===== config.mk =====
export PLATFORM = sky130hd
export DESIGN_NAME = slf_frame_ctrl
export DESIGN_NICKNAME = d
export VERILOG_FILES = /design/src/slf_pkg.sv /design/src/slf_frame_ctrl.sv
export SDC_FILE = /design/constraint.sdc
export NUM_CORES = 1
export LEC_CHECK = 0
export ABC_AREA = 1
export BUFFER_PORTS_ARGS = -buffer_cell sky130_fd_sc_hd__buf_4
export CAP_MARGIN = 10
export CORE_ASPECT_RATIO = 2
export CORE_MARGIN = 3
export CORE_UTILIZATION = 33
export DETAILED_ROUTE_END_ITERATION = 10
export PLACE_DENSITY = 0.59
export SETUP_SLACK_MARGIN = 0.02
export SKIP_CTS_REPAIR_TIMING = 1
export SLEW_MARGIN = 20
export SYNTH_ARGS = -nofsm -noshare
export SYNTH_HDL_FRONTEND = slang
export SYNTH_SLANG_ARGS = --single-unit

===== constraint.sdc =====
create_clock -name mclk -period 2.76 [get_ports mclk]
set_input_delay 0.138 -clock mclk [delete_from_list [all_inputs] [get_ports mclk]]
set_output_delay 0.138 -clock mclk [all_outputs]
set_load 0.01 [all_outputs]

===== src/slf_pkg.sv =====
// constants, field layout and state type for the segment display frame controller
// assumes a 32-bit classic wishbone slave with word-aligned byte addresses
package slf_pkg;

    // register byte addresses
    localparam logic [7:0] CTRL_A_ADDR   = 8'h00;
    localparam logic [7:0] CTRL_B_ADDR   = 8'h04;
    localparam logic [7:0] FRAME_RATE_ADDR = 8'h08;
    localparam logic [7:0] CONTRAST_ADDR = 8'h0c;
    localparam logic [7:0] ASYNC_ADDR    = 8'h10;
    localparam logic [7:0] POWER_ADDR    = 8'h14;
    localparam logic [7:0] STATUS_ADDR   = 8'h18;
    localparam logic [7:0] MEM_BASE_ADDR = 8'h20;
    localparam logic [7:0] MEM_LAST_ADDR = 8'h2c;

    // display_config_a fields
    localparam int EN_BIT    = 7;
    localparam int LPW_BIT   = 6;
    localparam int FLAG_BIT  = 4;
    localparam int IE_BIT    = 3;
    localparam int BLANK_BIT = 0;
    // display_config_b fields
    localparam int CS_BIT    = 7;
    localparam int HALF_BIT  = 6;
    localparam int DUTY_LSB  = 4;
    localparam int PM_LSB    = 0;
    // frame_rate_reg fields
    localparam int PS_LSB    = 4;
    localparam int CD_LSB    = 0;
    // contrast_control_reg fields
    localparam int DT_LSB    = 5;
    localparam int CC_LSB    = 0;
    // async_status_reg and power_reduction_reg fields
    localparam int EXTERNAL_CLOCK_ENABLE_BIT_BIT = 4;
    localparam int PRR_BIT   = 4;

    localparam int SEG_COUNT = 25;
    localparam int COM_COUNT = 4;

    // reset values
    localparam logic [31:0] REG_RESET = 32'h0000_0000;

    // prescaler: counter bits that must all be one for a prescaled tick
    localparam logic [11:0] PS_MASK [0:7] = '{12'h00f, 12'h03f, 12'h07f, 12'h0ff,
                                              12'h1ff, 12'h3ff, 12'h7ff, 12'hfff};
    // segment terminals kept for display per port mask value
    localparam logic [4:0] PM_SEGS [0:7] = '{5'h0d, 5'h0f, 5'h11, 5'h13,
                                             5'h15, 5'h17, 5'h18, 5'h19};

    // sleep mode codes on the sleep_mode input
    localparam logic [2:0] SLEEP_NONE    = 3'h0;
    localparam logic [2:0] SLEEP_IDLE    = 3'h1;
    localparam logic [2:0] SLEEP_ADC_NR  = 3'h2;
    localparam logic [2:0] SLEEP_PDOWN   = 3'h3;
    localparam logic [2:0] SLEEP_PSAVE   = 3'h4;
    localparam logic [2:0] SLEEP_STANDBY = 3'h5;

    // one drive-time step in cycles of mclk
    localparam logic [11:0] DRIVE_STEP_CYC = 12'h010;

    typedef enum logic [1:0] {
        ST_OFF   = 2'b00,
        ST_WAIT  = 2'b01,
        ST_RUN   = 2'b11,
        ST_BLANK = 2'b10
    } slf_state_type;

endpackage


===== src/slf_frame_ctrl.sv =====
// segment display frame controller: clock select, prescaler, frame and common scan,
// segment/common phase drive, blanking and port masking, registers on classic wishbone
// assumes timer_osc_input_pin and supply_ready are asynchronous; pad logic outside
// turns phase/address/oe/ground controls into glass voltages
`timescale 1ns/100ps
module slf_frame_ctrl
    import slf_pkg::*;
#(
    parameter logic [11:0] DRIVE_STEP = DRIVE_STEP_CYC
) (
    input  wire logic                 mclk,
    input  wire logic                 resetn,
    input  wire logic                 wb_cyc_i,
    input  wire logic                 wb_stb_i,
    input  wire logic                 wb_we_i,
    input  wire logic [7:0]           wb_adr_i,
    input  wire logic [3:0]           wb_sel_i,
    input  wire logic [31:0]          wb_dat_i,
    output logic      [31:0]          wb_dat_o,
    output logic                      wb_ack_o,
    input  wire logic                 timer_osc_input_pin,
    input  wire logic                 supply_ready,
    input  wire logic [2:0]           sleep_mode,
    input  wire logic                 sys_clk_is_rc,
    input  wire logic                 frame_flag_ack,
    output logic                      frame_flag,
    output logic [SEG_COUNT-1:0]      segment_terminal_phase,
    output logic [SEG_COUNT-1:0]      segment_terminal_own,
    output logic [COM_COUNT-1:0]      common_terminal_phase,
    output logic [COM_COUNT-1:0]      common_terminal_addr,
    output logic [COM_COUNT-1:0]      common_terminal_own,
    output logic                      pins_oe,
    output logic                      ground_all,
    output logic                      bias_buffer_en,
    output logic [1:0]                bias_mode,
    output logic [3:0]                contrast_level,
    output logic                      ext_clock_buffer_en,
    output logic                      crystal_osc_en
);

    typedef struct packed {
        // software fields
        logic                            en;
        logic                            lpw;
        logic                            flag;
        logic                            ie;
        logic                            blank;
        logic                            cs;
        logic                            half;
        logic [1:0]                      duty;
        logic [2:0]                      pm;
        logic [2:0]                      ps;
        logic [2:0]                      cd;
        logic [2:0]                      dt;
        logic [3:0]                      cc;
        logic                            external_clock_enable_bit;
        logic                            power_reduction_reg;
        logic [COM_COUNT-1:0][SEG_COUNT-1:0] mem;
        // per-frame latched copy
        logic [COM_COUNT-1:0][SEG_COUNT-1:0] lat;
        logic                            lat_lpw;
        logic                            lat_blank;
        logic [3:0]                      lat_cc;
        // synchronisers
        logic                            osc_s1;
        logic                            osc_s2;
        logic                            osc_s3;
        logic                            rdy_s1;
        logic                            rdy_s2;
        // timing
        logic [11:0]                     pre;
        logic [2:0]                      fine;
        logic [1:0]                      com;
        logic                            half_ph;
        logic                            frame_pol;
        logic                            repeat_frame;
        logic [15:0]                     drv_cnt;
        slf_state_type                   state;
        // bus
        logic                            ack;
        logic [31:0]                     dat;
        // outputs
        logic [SEG_COUNT-1:0]            seg_ph;
        logic [SEG_COUNT-1:0]            seg_own;
        logic [COM_COUNT-1:0]            com_ph;
        logic [COM_COUNT-1:0]            com_addr;
        logic [COM_COUNT-1:0]            com_own;
        logic                            oe;
        logic                            gnd;
        logic                            buf_en;
        logic [1:0]                      bias;
        logic                            ext_buf;
        logic                            xtal;
    } slf_regs_type;

    slf_regs_type q;
    slf_regs_type n;

    logic        req;
    logic        wr_commit;
    logic [31:0] wmask;
    logic [31:0] rdata;
    logic [31:0] wv;
    logic        osc_rise;
    logic        active;
    logic        run_ok;
    logic        base_tick;
    logic        ps_tick;
    logic        tick;
    logic        fstart;
    logic        pol;
    logic [4:0]  nseg;

    always_comb begin
        n         = q;
        req       = wb_cyc_i & wb_stb_i;
        wr_commit = req & wb_we_i & q.ack;
        wmask     = {{8{wb_sel_i[3]}}, {8{wb_sel_i[2]}}, {8{wb_sel_i[1]}}, {8{wb_sel_i[0]}}};
        rdata     = 32'h0000_0000;
        wv        = 32'h0000_0000;
        fstart    = 1'b0;

        // first stage feeds only the second
        n.osc_s1 = timer_osc_input_pin;
        n.osc_s2 = q.osc_s1;
        n.osc_s3 = q.osc_s2;
        n.rdy_s1 = supply_ready;
        n.rdy_s2 = q.rdy_s1;
        osc_rise = q.osc_s2 & ~q.osc_s3;

        // bus: ack one cycle after request, write lands on the edge ack is seen
        n.ack = req & ~q.ack;
        if (wb_adr_i == CTRL_A_ADDR) begin
            rdata = {24'h0, q.en, q.lpw, 1'b0, q.flag, q.ie, 2'b00, q.blank};
        end else if (wb_adr_i == CTRL_B_ADDR) begin
            rdata = {24'h0, q.cs, q.half, q.duty, 1'b0, q.pm};
        end else if (wb_adr_i == FRAME_RATE_ADDR) begin
            rdata = {24'h0, 1'b0, q.ps, 1'b0, q.cd};
        end else if (wb_adr_i == CONTRAST_ADDR) begin
            rdata = {24'h0, q.dt, 1'b0, q.cc};
        end else if (wb_adr_i == ASYNC_ADDR) begin
            rdata = {27'h0, q.external_clock_enable_bit, 4'h0};
        end else if (wb_adr_i == POWER_ADDR) begin
            rdata = {27'h0, q.power_reduction_reg, 4'h0};
        end else if (wb_adr_i == STATUS_ADDR) begin
            rdata = {24'h0, q.state, q.com, q.half_ph, q.repeat_frame, q.rdy_s2, q.lat_blank};
        end else if (wb_adr_i >= MEM_BASE_ADDR && wb_adr_i <= MEM_LAST_ADDR && wb_adr_i[1:0] == 2'b00) begin
            rdata = {7'h0, q.mem[wb_adr_i[3:2]]};
        end
        if (req & ~q.ack) begin
            n.dat = rdata;
        end
        wv = (rdata & ~wmask) | (wb_dat_i & wmask);

        if (wr_commit) begin
            if (wb_adr_i == CTRL_A_ADDR) begin
                n.en    = wv[EN_BIT];
                n.lpw   = wv[LPW_BIT];
                n.ie    = wv[IE_BIT];
                n.blank = wv[BLANK_BIT];
                if (wb_sel_i[0] && wb_dat_i[FLAG_BIT]) begin
                    n.flag = 1'b0;
                end
            end else if (wb_adr_i == CTRL_B_ADDR) begin
                n.cs   = wv[CS_BIT];
                n.half = wv[HALF_BIT];
                n.duty = wv[DUTY_LSB+:2];
                n.pm   = wv[PM_LSB+:3];
            end else if (wb_adr_i == FRAME_RATE_ADDR) begin
                n.ps = wv[PS_LSB+:3];
                n.cd = wv[CD_LSB+:3];
            end else if (wb_adr_i == CONTRAST_ADDR) begin
                n.dt = wv[DT_LSB+:3];
                n.cc = wv[CC_LSB+:4];
            end else if (wb_adr_i == ASYNC_ADDR) begin
                n.external_clock_enable_bit = wv[EXTERNAL_CLOCK_ENABLE_BIT_BIT];
            end else if (wb_adr_i == POWER_ADDR) begin
                n.power_reduction_reg = wv[PRR_BIT];
            end else if (wb_adr_i >= MEM_BASE_ADDR && wb_adr_i <= MEM_LAST_ADDR && wb_adr_i[1:0] == 2'b00) begin
                n.mem[wb_adr_i[3:2]] = wv[SEG_COUNT-1:0];
            end
        end
        if (frame_flag_ack) begin
            n.flag = 1'b0;
        end

        active = q.en & ~q.power_reduction_reg;
        // sleep modes where the display keeps running; others freeze the scan
        case (sleep_mode)
            SLEEP_NONE:   run_ok = 1'b1;
            SLEEP_IDLE:   run_ok = 1'b1;
            SLEEP_PSAVE:  run_ok = 1'b1;
            SLEEP_ADC_NR: run_ok = q.cs & sys_clk_is_rc;
            default:      run_ok = 1'b0;
        endcase
        base_tick = run_ok & (q.cs ? osc_rise : 1'b1);

        // prescaler and fine divider
        ps_tick = 1'b0;
        tick    = 1'b0;
        if (base_tick) begin
            n.pre   = 12'(q.pre + 12'h001);
            ps_tick = (q.pre & PS_MASK[q.ps]) == PS_MASK[q.ps];
        end
        if (ps_tick) begin
            if (q.fine >= q.cd) begin
                n.fine = 3'h0;
                tick   = 1'b1;
            end else begin
                n.fine = 3'(q.fine + 3'h1);
            end
        end

        // frame and common sequencing, paced by tick except the first frame, which starts once the supply is ready
        case (q.state)
            ST_OFF: begin
                if (active) begin
                    n.state = ST_WAIT;
                end
            end
            ST_WAIT: begin
                if (q.rdy_s2) begin
                    fstart = 1'b1;
                end
            end
            default: begin
                if (tick) begin
                    n.half_ph = ~q.half_ph;
                    // two half slots per common, same for every common
                    if (q.half_ph) begin
                        if (q.com >= q.duty) begin
                            fstart = 1'b1;
                        end else begin
                            n.com = 2'(q.com + 2'h1);
                        end
                    end
                end
            end
        endcase

        if (fstart) begin
            n.com       = 2'h0;
            n.half_ph   = 1'b0;
            n.frame_pol = ~q.frame_pol;
            if (!q.repeat_frame) begin
                n.lat          = q.mem;
                n.lat_lpw      = q.lpw;
                n.lat_blank    = q.blank;
                n.lat_cc       = q.cc;
                n.repeat_frame = q.lpw;
                n.flag         = 1'b1;
            end else begin
                n.repeat_frame = 1'b0;
            end
            n.state = n.lat_blank ? ST_BLANK : ST_RUN;
        end

        // disable wins immediately over the state and counters set above
        if (!active) begin
            n.state        = ST_OFF;
            n.com          = 2'h0;
            n.half_ph      = 1'b0;
            n.repeat_frame = 1'b0;
            n.pre          = 12'h000;
            n.fine         = 3'h0;
            n.drv_cnt      = 16'h0000;
        end

        // intermediate buffers run for the drive time at each half slot
        if (n.state != ST_RUN) begin
            n.drv_cnt = 16'h0000;
        end else if (tick || fstart) begin
            n.drv_cnt = 16'((16'(q.dt) + 16'h0001) * 16'(DRIVE_STEP));
        end else if (q.drv_cnt != 16'h0000) begin
            n.drv_cnt = 16'(q.drv_cnt - 16'h0001);
        end

        // low-power waveform flips once per frame, default flips every half slot within a frame
        pol  = n.lat_lpw ? n.frame_pol : (n.frame_pol ^ n.half_ph);
        nseg = PM_SEGS[n.pm];
        for (int j = 0; j < SEG_COUNT; j++) begin
            n.seg_own[j] = (n.state != ST_OFF) && (5'(j) < nseg);
            n.seg_ph[j]  = (n.state == ST_RUN) && (n.lat[n.com][j] ? ~pol : pol);
        end
        for (int i = 0; i < COM_COUNT; i++) begin
            n.com_own[i]  = (n.state != ST_OFF) && (2'(i) <= n.duty);
            n.com_addr[i] = (n.state == ST_RUN) && (2'(i) == n.com);
            n.com_ph[i]   = (n.state == ST_RUN) && ((2'(i) == n.com) ? pol : ~pol);
        end
        // pins stay undriven until the supply is up; blanking drives ground
        n.oe     = (n.state == ST_BLANK) || (n.state == ST_RUN && n.drv_cnt != 16'h0000);
        n.gnd    = (n.state == ST_BLANK);
        n.buf_en = (n.state == ST_RUN) && (n.drv_cnt != 16'h0000) && (n.duty != 2'h0);
        n.bias   = (n.duty == 2'h0) ? 2'h0 : (n.half ? 2'h1 : 2'h2);
        n.ext_buf = n.cs & n.external_clock_enable_bit;
        n.xtal    = n.cs & ~n.external_clock_enable_bit;
    end

    always_ff @(posedge mclk or negedge resetn) begin
        if (!resetn) begin
            q <= '0;
        end else begin
            q <= n;
        end
    end

    assign wb_dat_o               = q.dat;
    assign wb_ack_o               = q.ack;
    assign frame_flag             = q.flag;
    assign segment_terminal_phase = q.seg_ph;
    assign segment_terminal_own   = q.seg_own;
    assign common_terminal_phase  = q.com_ph;
    assign common_terminal_addr   = q.com_addr;
    assign common_terminal_own    = q.com_own;
    assign pins_oe                = q.oe;
    assign ground_all             = q.gnd;
    assign bias_buffer_en         = q.buf_en;
    assign bias_mode              = q.bias;
    assign contrast_level         = q.lat_cc;
    assign ext_clock_buffer_en    = q.ext_buf;
    assign crystal_osc_en         = q.xtal;

endmodule


==> impl_metrics.csv <==
group,metric,value,unit
outcome,status,"complete, but fails checks",
outcome,violations,"negative hold slack",
logic_synthesis,ys.warnings.count,0,
critical_path,worstPathCellList,"ha_2, nand3_2, a21oi_2, nand3b_1, nor2_4, nand4_4, buf_12, nand2_8, buf_12, xor2_4, nand2_2, nand2_4, buf_12, clkbuf_16, nand3_4, nand2_4, nor2_4",
logic_synthesis,synth-edff-count,0,
logic_synthesis,syn-cell-area,19300,um^2
logic_synthesis,synth_largest_area_cell,"dfrtp_1",
place,dp_hpwl,49100,um
pwr,p_sw_share,23.5,%
critical_path,cp_slowest_cell,"dfrtp_1",
place,port_buffers,148,
pwr,p_seq_share,47.8,%
timing,max_freq,366,MHz
logic_synthesis,async_flop_share,100,%
finish,fin_area,23900,um^2
drt,routed_wl,68900,um
finish,drive_gt1_share,18.9,%
pwr,clkPwrFrac,46.7,%
pwr,p_leak,11.6,nW
floorplan,die-area,61700,um^2
clocking,insertion_delay,0.56,ns
critical_path,crit_path_end_kind,"register",
grt,grt.total_usage,21.2,%
pwr,p_sw,0.00269,W
timing,slew_headroom,29.3,%
pwr,power_density,480,nW/um^2
grt,grt_overflow,0,
logic_synthesis,synthTopCellsByCount,"nand2_1 (798), dfrtp_1 (369), o21ai_0 (357)",
clocking,cts_max_level,2,
timing,finalMaxSlewViolations,0,
drt,wl_per_cell,19.5,um
grt,grt_max_degree,94,
timing,worst_slew_pin_slew,1.06,ns
floorplan,die_height,348,um
timing,finalSetupViolCount,0,
place,pre_cts_ws,-0.0172,ns
pwr,ir_drop,0.000361,V
clocking,cts_root_buf,"clkbuf_16",
logic_synthesis,syn_avg_cell_area,7.52,um^2
logic_synthesis,synth_area_leaders,"dfrtp_1 (48%), nand2_1 (16%), o21ai_0 (9.2%)",
critical_path,cp_common_cell,"buf_12",
logic_synthesis,synthFlopType,"dfrtp_1",
drt,dr.pass1.iters,5,
floorplan,core,57600,um^2
drt,vias_per_cell,4.98,
drt,drt_iter0_markers,1128,
drt,final_antenna_net_count,0,
timing,timing.final.crit_share,99.0,%
clocking,clk_pin_slew,0.07,ns
critical_path,critPathRequiredTime,3.21,ns
floorplan,die_w,177,um
grt,grt_pass1_vias,17900,
timing,fin_ws,0.0283,ns
grt,antenna_found_initial,0,
pwr,internal_power,0.00877,W
worst_hold_path,hold_class,"in2reg",
drt,drc,0,
finish,synthToLayoutAreaGrowth,23.6,%
timing,finalHoldViolations,1,
clocking,cts_tree,"done",
clocking,cts_max_path_buffers,3,
logic_synthesis,netlist.area_leader.share,47.8,%
critical_path,critPathBufInv,4,
logic_synthesis,syn_inst,2569,
clocking,cts_num_sinks,369,
place,placed_area,21700,um^2
logic_synthesis,ys_seq_area_share,47.8,%
logic_synthesis,synth_cell_types,53,
critical_path,critical_path_arrival,3.18,ns
drt,dr_total_vias,17600,
finish,diodes,0,
critical_path,critPathMaxFanout,5,
logic_synthesis,ys_ff_latch,369,
floorplan,core.rowCount,124,
floorplan,ioPinCount,163,
critical_path,critical_path_class,"reg2reg",
critical_path,crit_path_max_incr_delay,0.36,ns
critical_path,startpoint_type,"register",
critical_path,critPathTopFamily,"simple AND/OR/NAND/NOR gates",
place,gp_congestion,0.961,
timing,clock_skew,0.0299,ns
flow_run,cap_violations,0,
floorplan,start_util,33.6,%
pwr,power_frac_comb,5.5,%
grt,grt_pass1_wl,101000,um
timing,rsz0062_at_grt,"true",
clocking,numCtsBuffers,36,
finish,fin_nets,2827,
logic_synthesis,yosysMostFrequentCell,"nand2_1",
finish,post-route-util,41.5,%
timing,period_minus_slack,2.73,ns
timing,whs,-0.0276,ns
==> tightest hold or removal path, cell delays in order <==
cell      delay, ns
buf_4          0.11
nand2_1        0.08
o211ai_1       0.10
nand2_1        0.07
==> cells in the final DEF, fill, tap and decap left out, types with 5 or more instances in the layout <==
cell type,netlist,final
a21oi_1,57,51
a21oi_2,1,6
a221oi_1,18,18
a31oi_1,5,5
buf_12,0,28
buf_4,108,298
buf_6,8,12
clkbuf_16,0,46
clkbuf_8,0,8
clkinv_2,0,8
conb_1,1,7
dfrtp_1,369,367
ha_1,14,13
inv_1,338,335
inv_2,4,7
nand2_1,798,771
nand2_2,5,30
nand3_1,93,75
nand3_2,2,16
nand4_1,17,17
nor2_1,146,136
nor2_2,2,10
nor3_1,12,12
o2111ai_1,5,5
o21ai_0,357,335
o21ai_1,32,47
o21ai_2,3,10
o22ai_1,23,23
or2_2,8,8
xnor2_1,7,6
==> layer usage <==
metal | vias up | global-route usage (%) | wire [um]
li1 | 8369 | - | -
met3 | 236 | 2.08 | 3340
met2 | 639 | 39.4 | 35700
met5 | - | 0 | 0
met4 | 0 | 16.3 | 6830
met1 | 8355 | 21.4 | 23000
==> final timing paths <==
path | startpoint | end | slack, ns | depth (start not counted)
worst max register to register | q[129]$_DFFE_PN0P_ | segment_terminal_phase[18]$_DFF_PN0_ | 0.03 | 17
worst min register to register | n[143]$_DFF_PN0_ | n[142]$_DFF_PN0_ | 0.36 | 0
min in group asynchronous | resetn | async pin | 0.13 | 2
worst max-delay path | q[129]$_DFFE_PN0P_ | segment_terminal_phase[18]$_DFF_PN0_ | 0.03 | 17
worst min-delay path | wb_dat_i[4] | frame_flag$_DFF_PN0_ | -0.03 | 4
max in group asynchronous | resetn | async pin | 1.58 | 3
==> cell families after synthesis <==
kind of cell / count (synthesis) / share of synthesized area (%)
muxes: 2 / 0.104
DFF: 369 / 47.8
and+or+nand+nor: 1095 / 22.8
AOI/OAI and AO/OA: 517 / 14.4
xor gates and xnor gates: 10 / 0.492
other: 1 / 0.0194
adders and majority gates: 14 / 0.907
buffers and inverters: 561 / 13.5
==> layout make-up <==
cell class,count,area [um^2]
fillers,5742,33700
repair buffers,355,3270
well taps,756,946
flip-flops and latches,369,9240
multi-input cells,1647,7860
clock buffers,48,1070
clock inverters,14,188
inverters,348,1320
==> power by group through the flow <==
stage / registers [W] / clock network (W) / logic (W)
finish: 0.00548 / 0.00535 / 0.000634
detailed placement: 0.00558 / 0 / 0.000603
CTS: 0.00547 / 0.00546 / 0.000604
global route: 0.00548 / 0.00567 / 0.000697
floorplan: 0.00557 / 0 / 0.000239
global placement: 0.00558 / 0 / 0.000593
==> stage by stage <==
stage / power (W) / cells / setup TNS (ns)
after floorplan: 0.00581 / 2575 / 0
after global placement: 0.00617 / 3440 / 0
after detailed placement: 0.00618 / 3440 / -0.0172
after CTS: 0.0115 / 3502 / 0
after global routing: 0.0118 / 3537 / -2.02
final: 0.0115 / 3537 / 0
No activity file was read; power rests on OpenSTA's default activity.
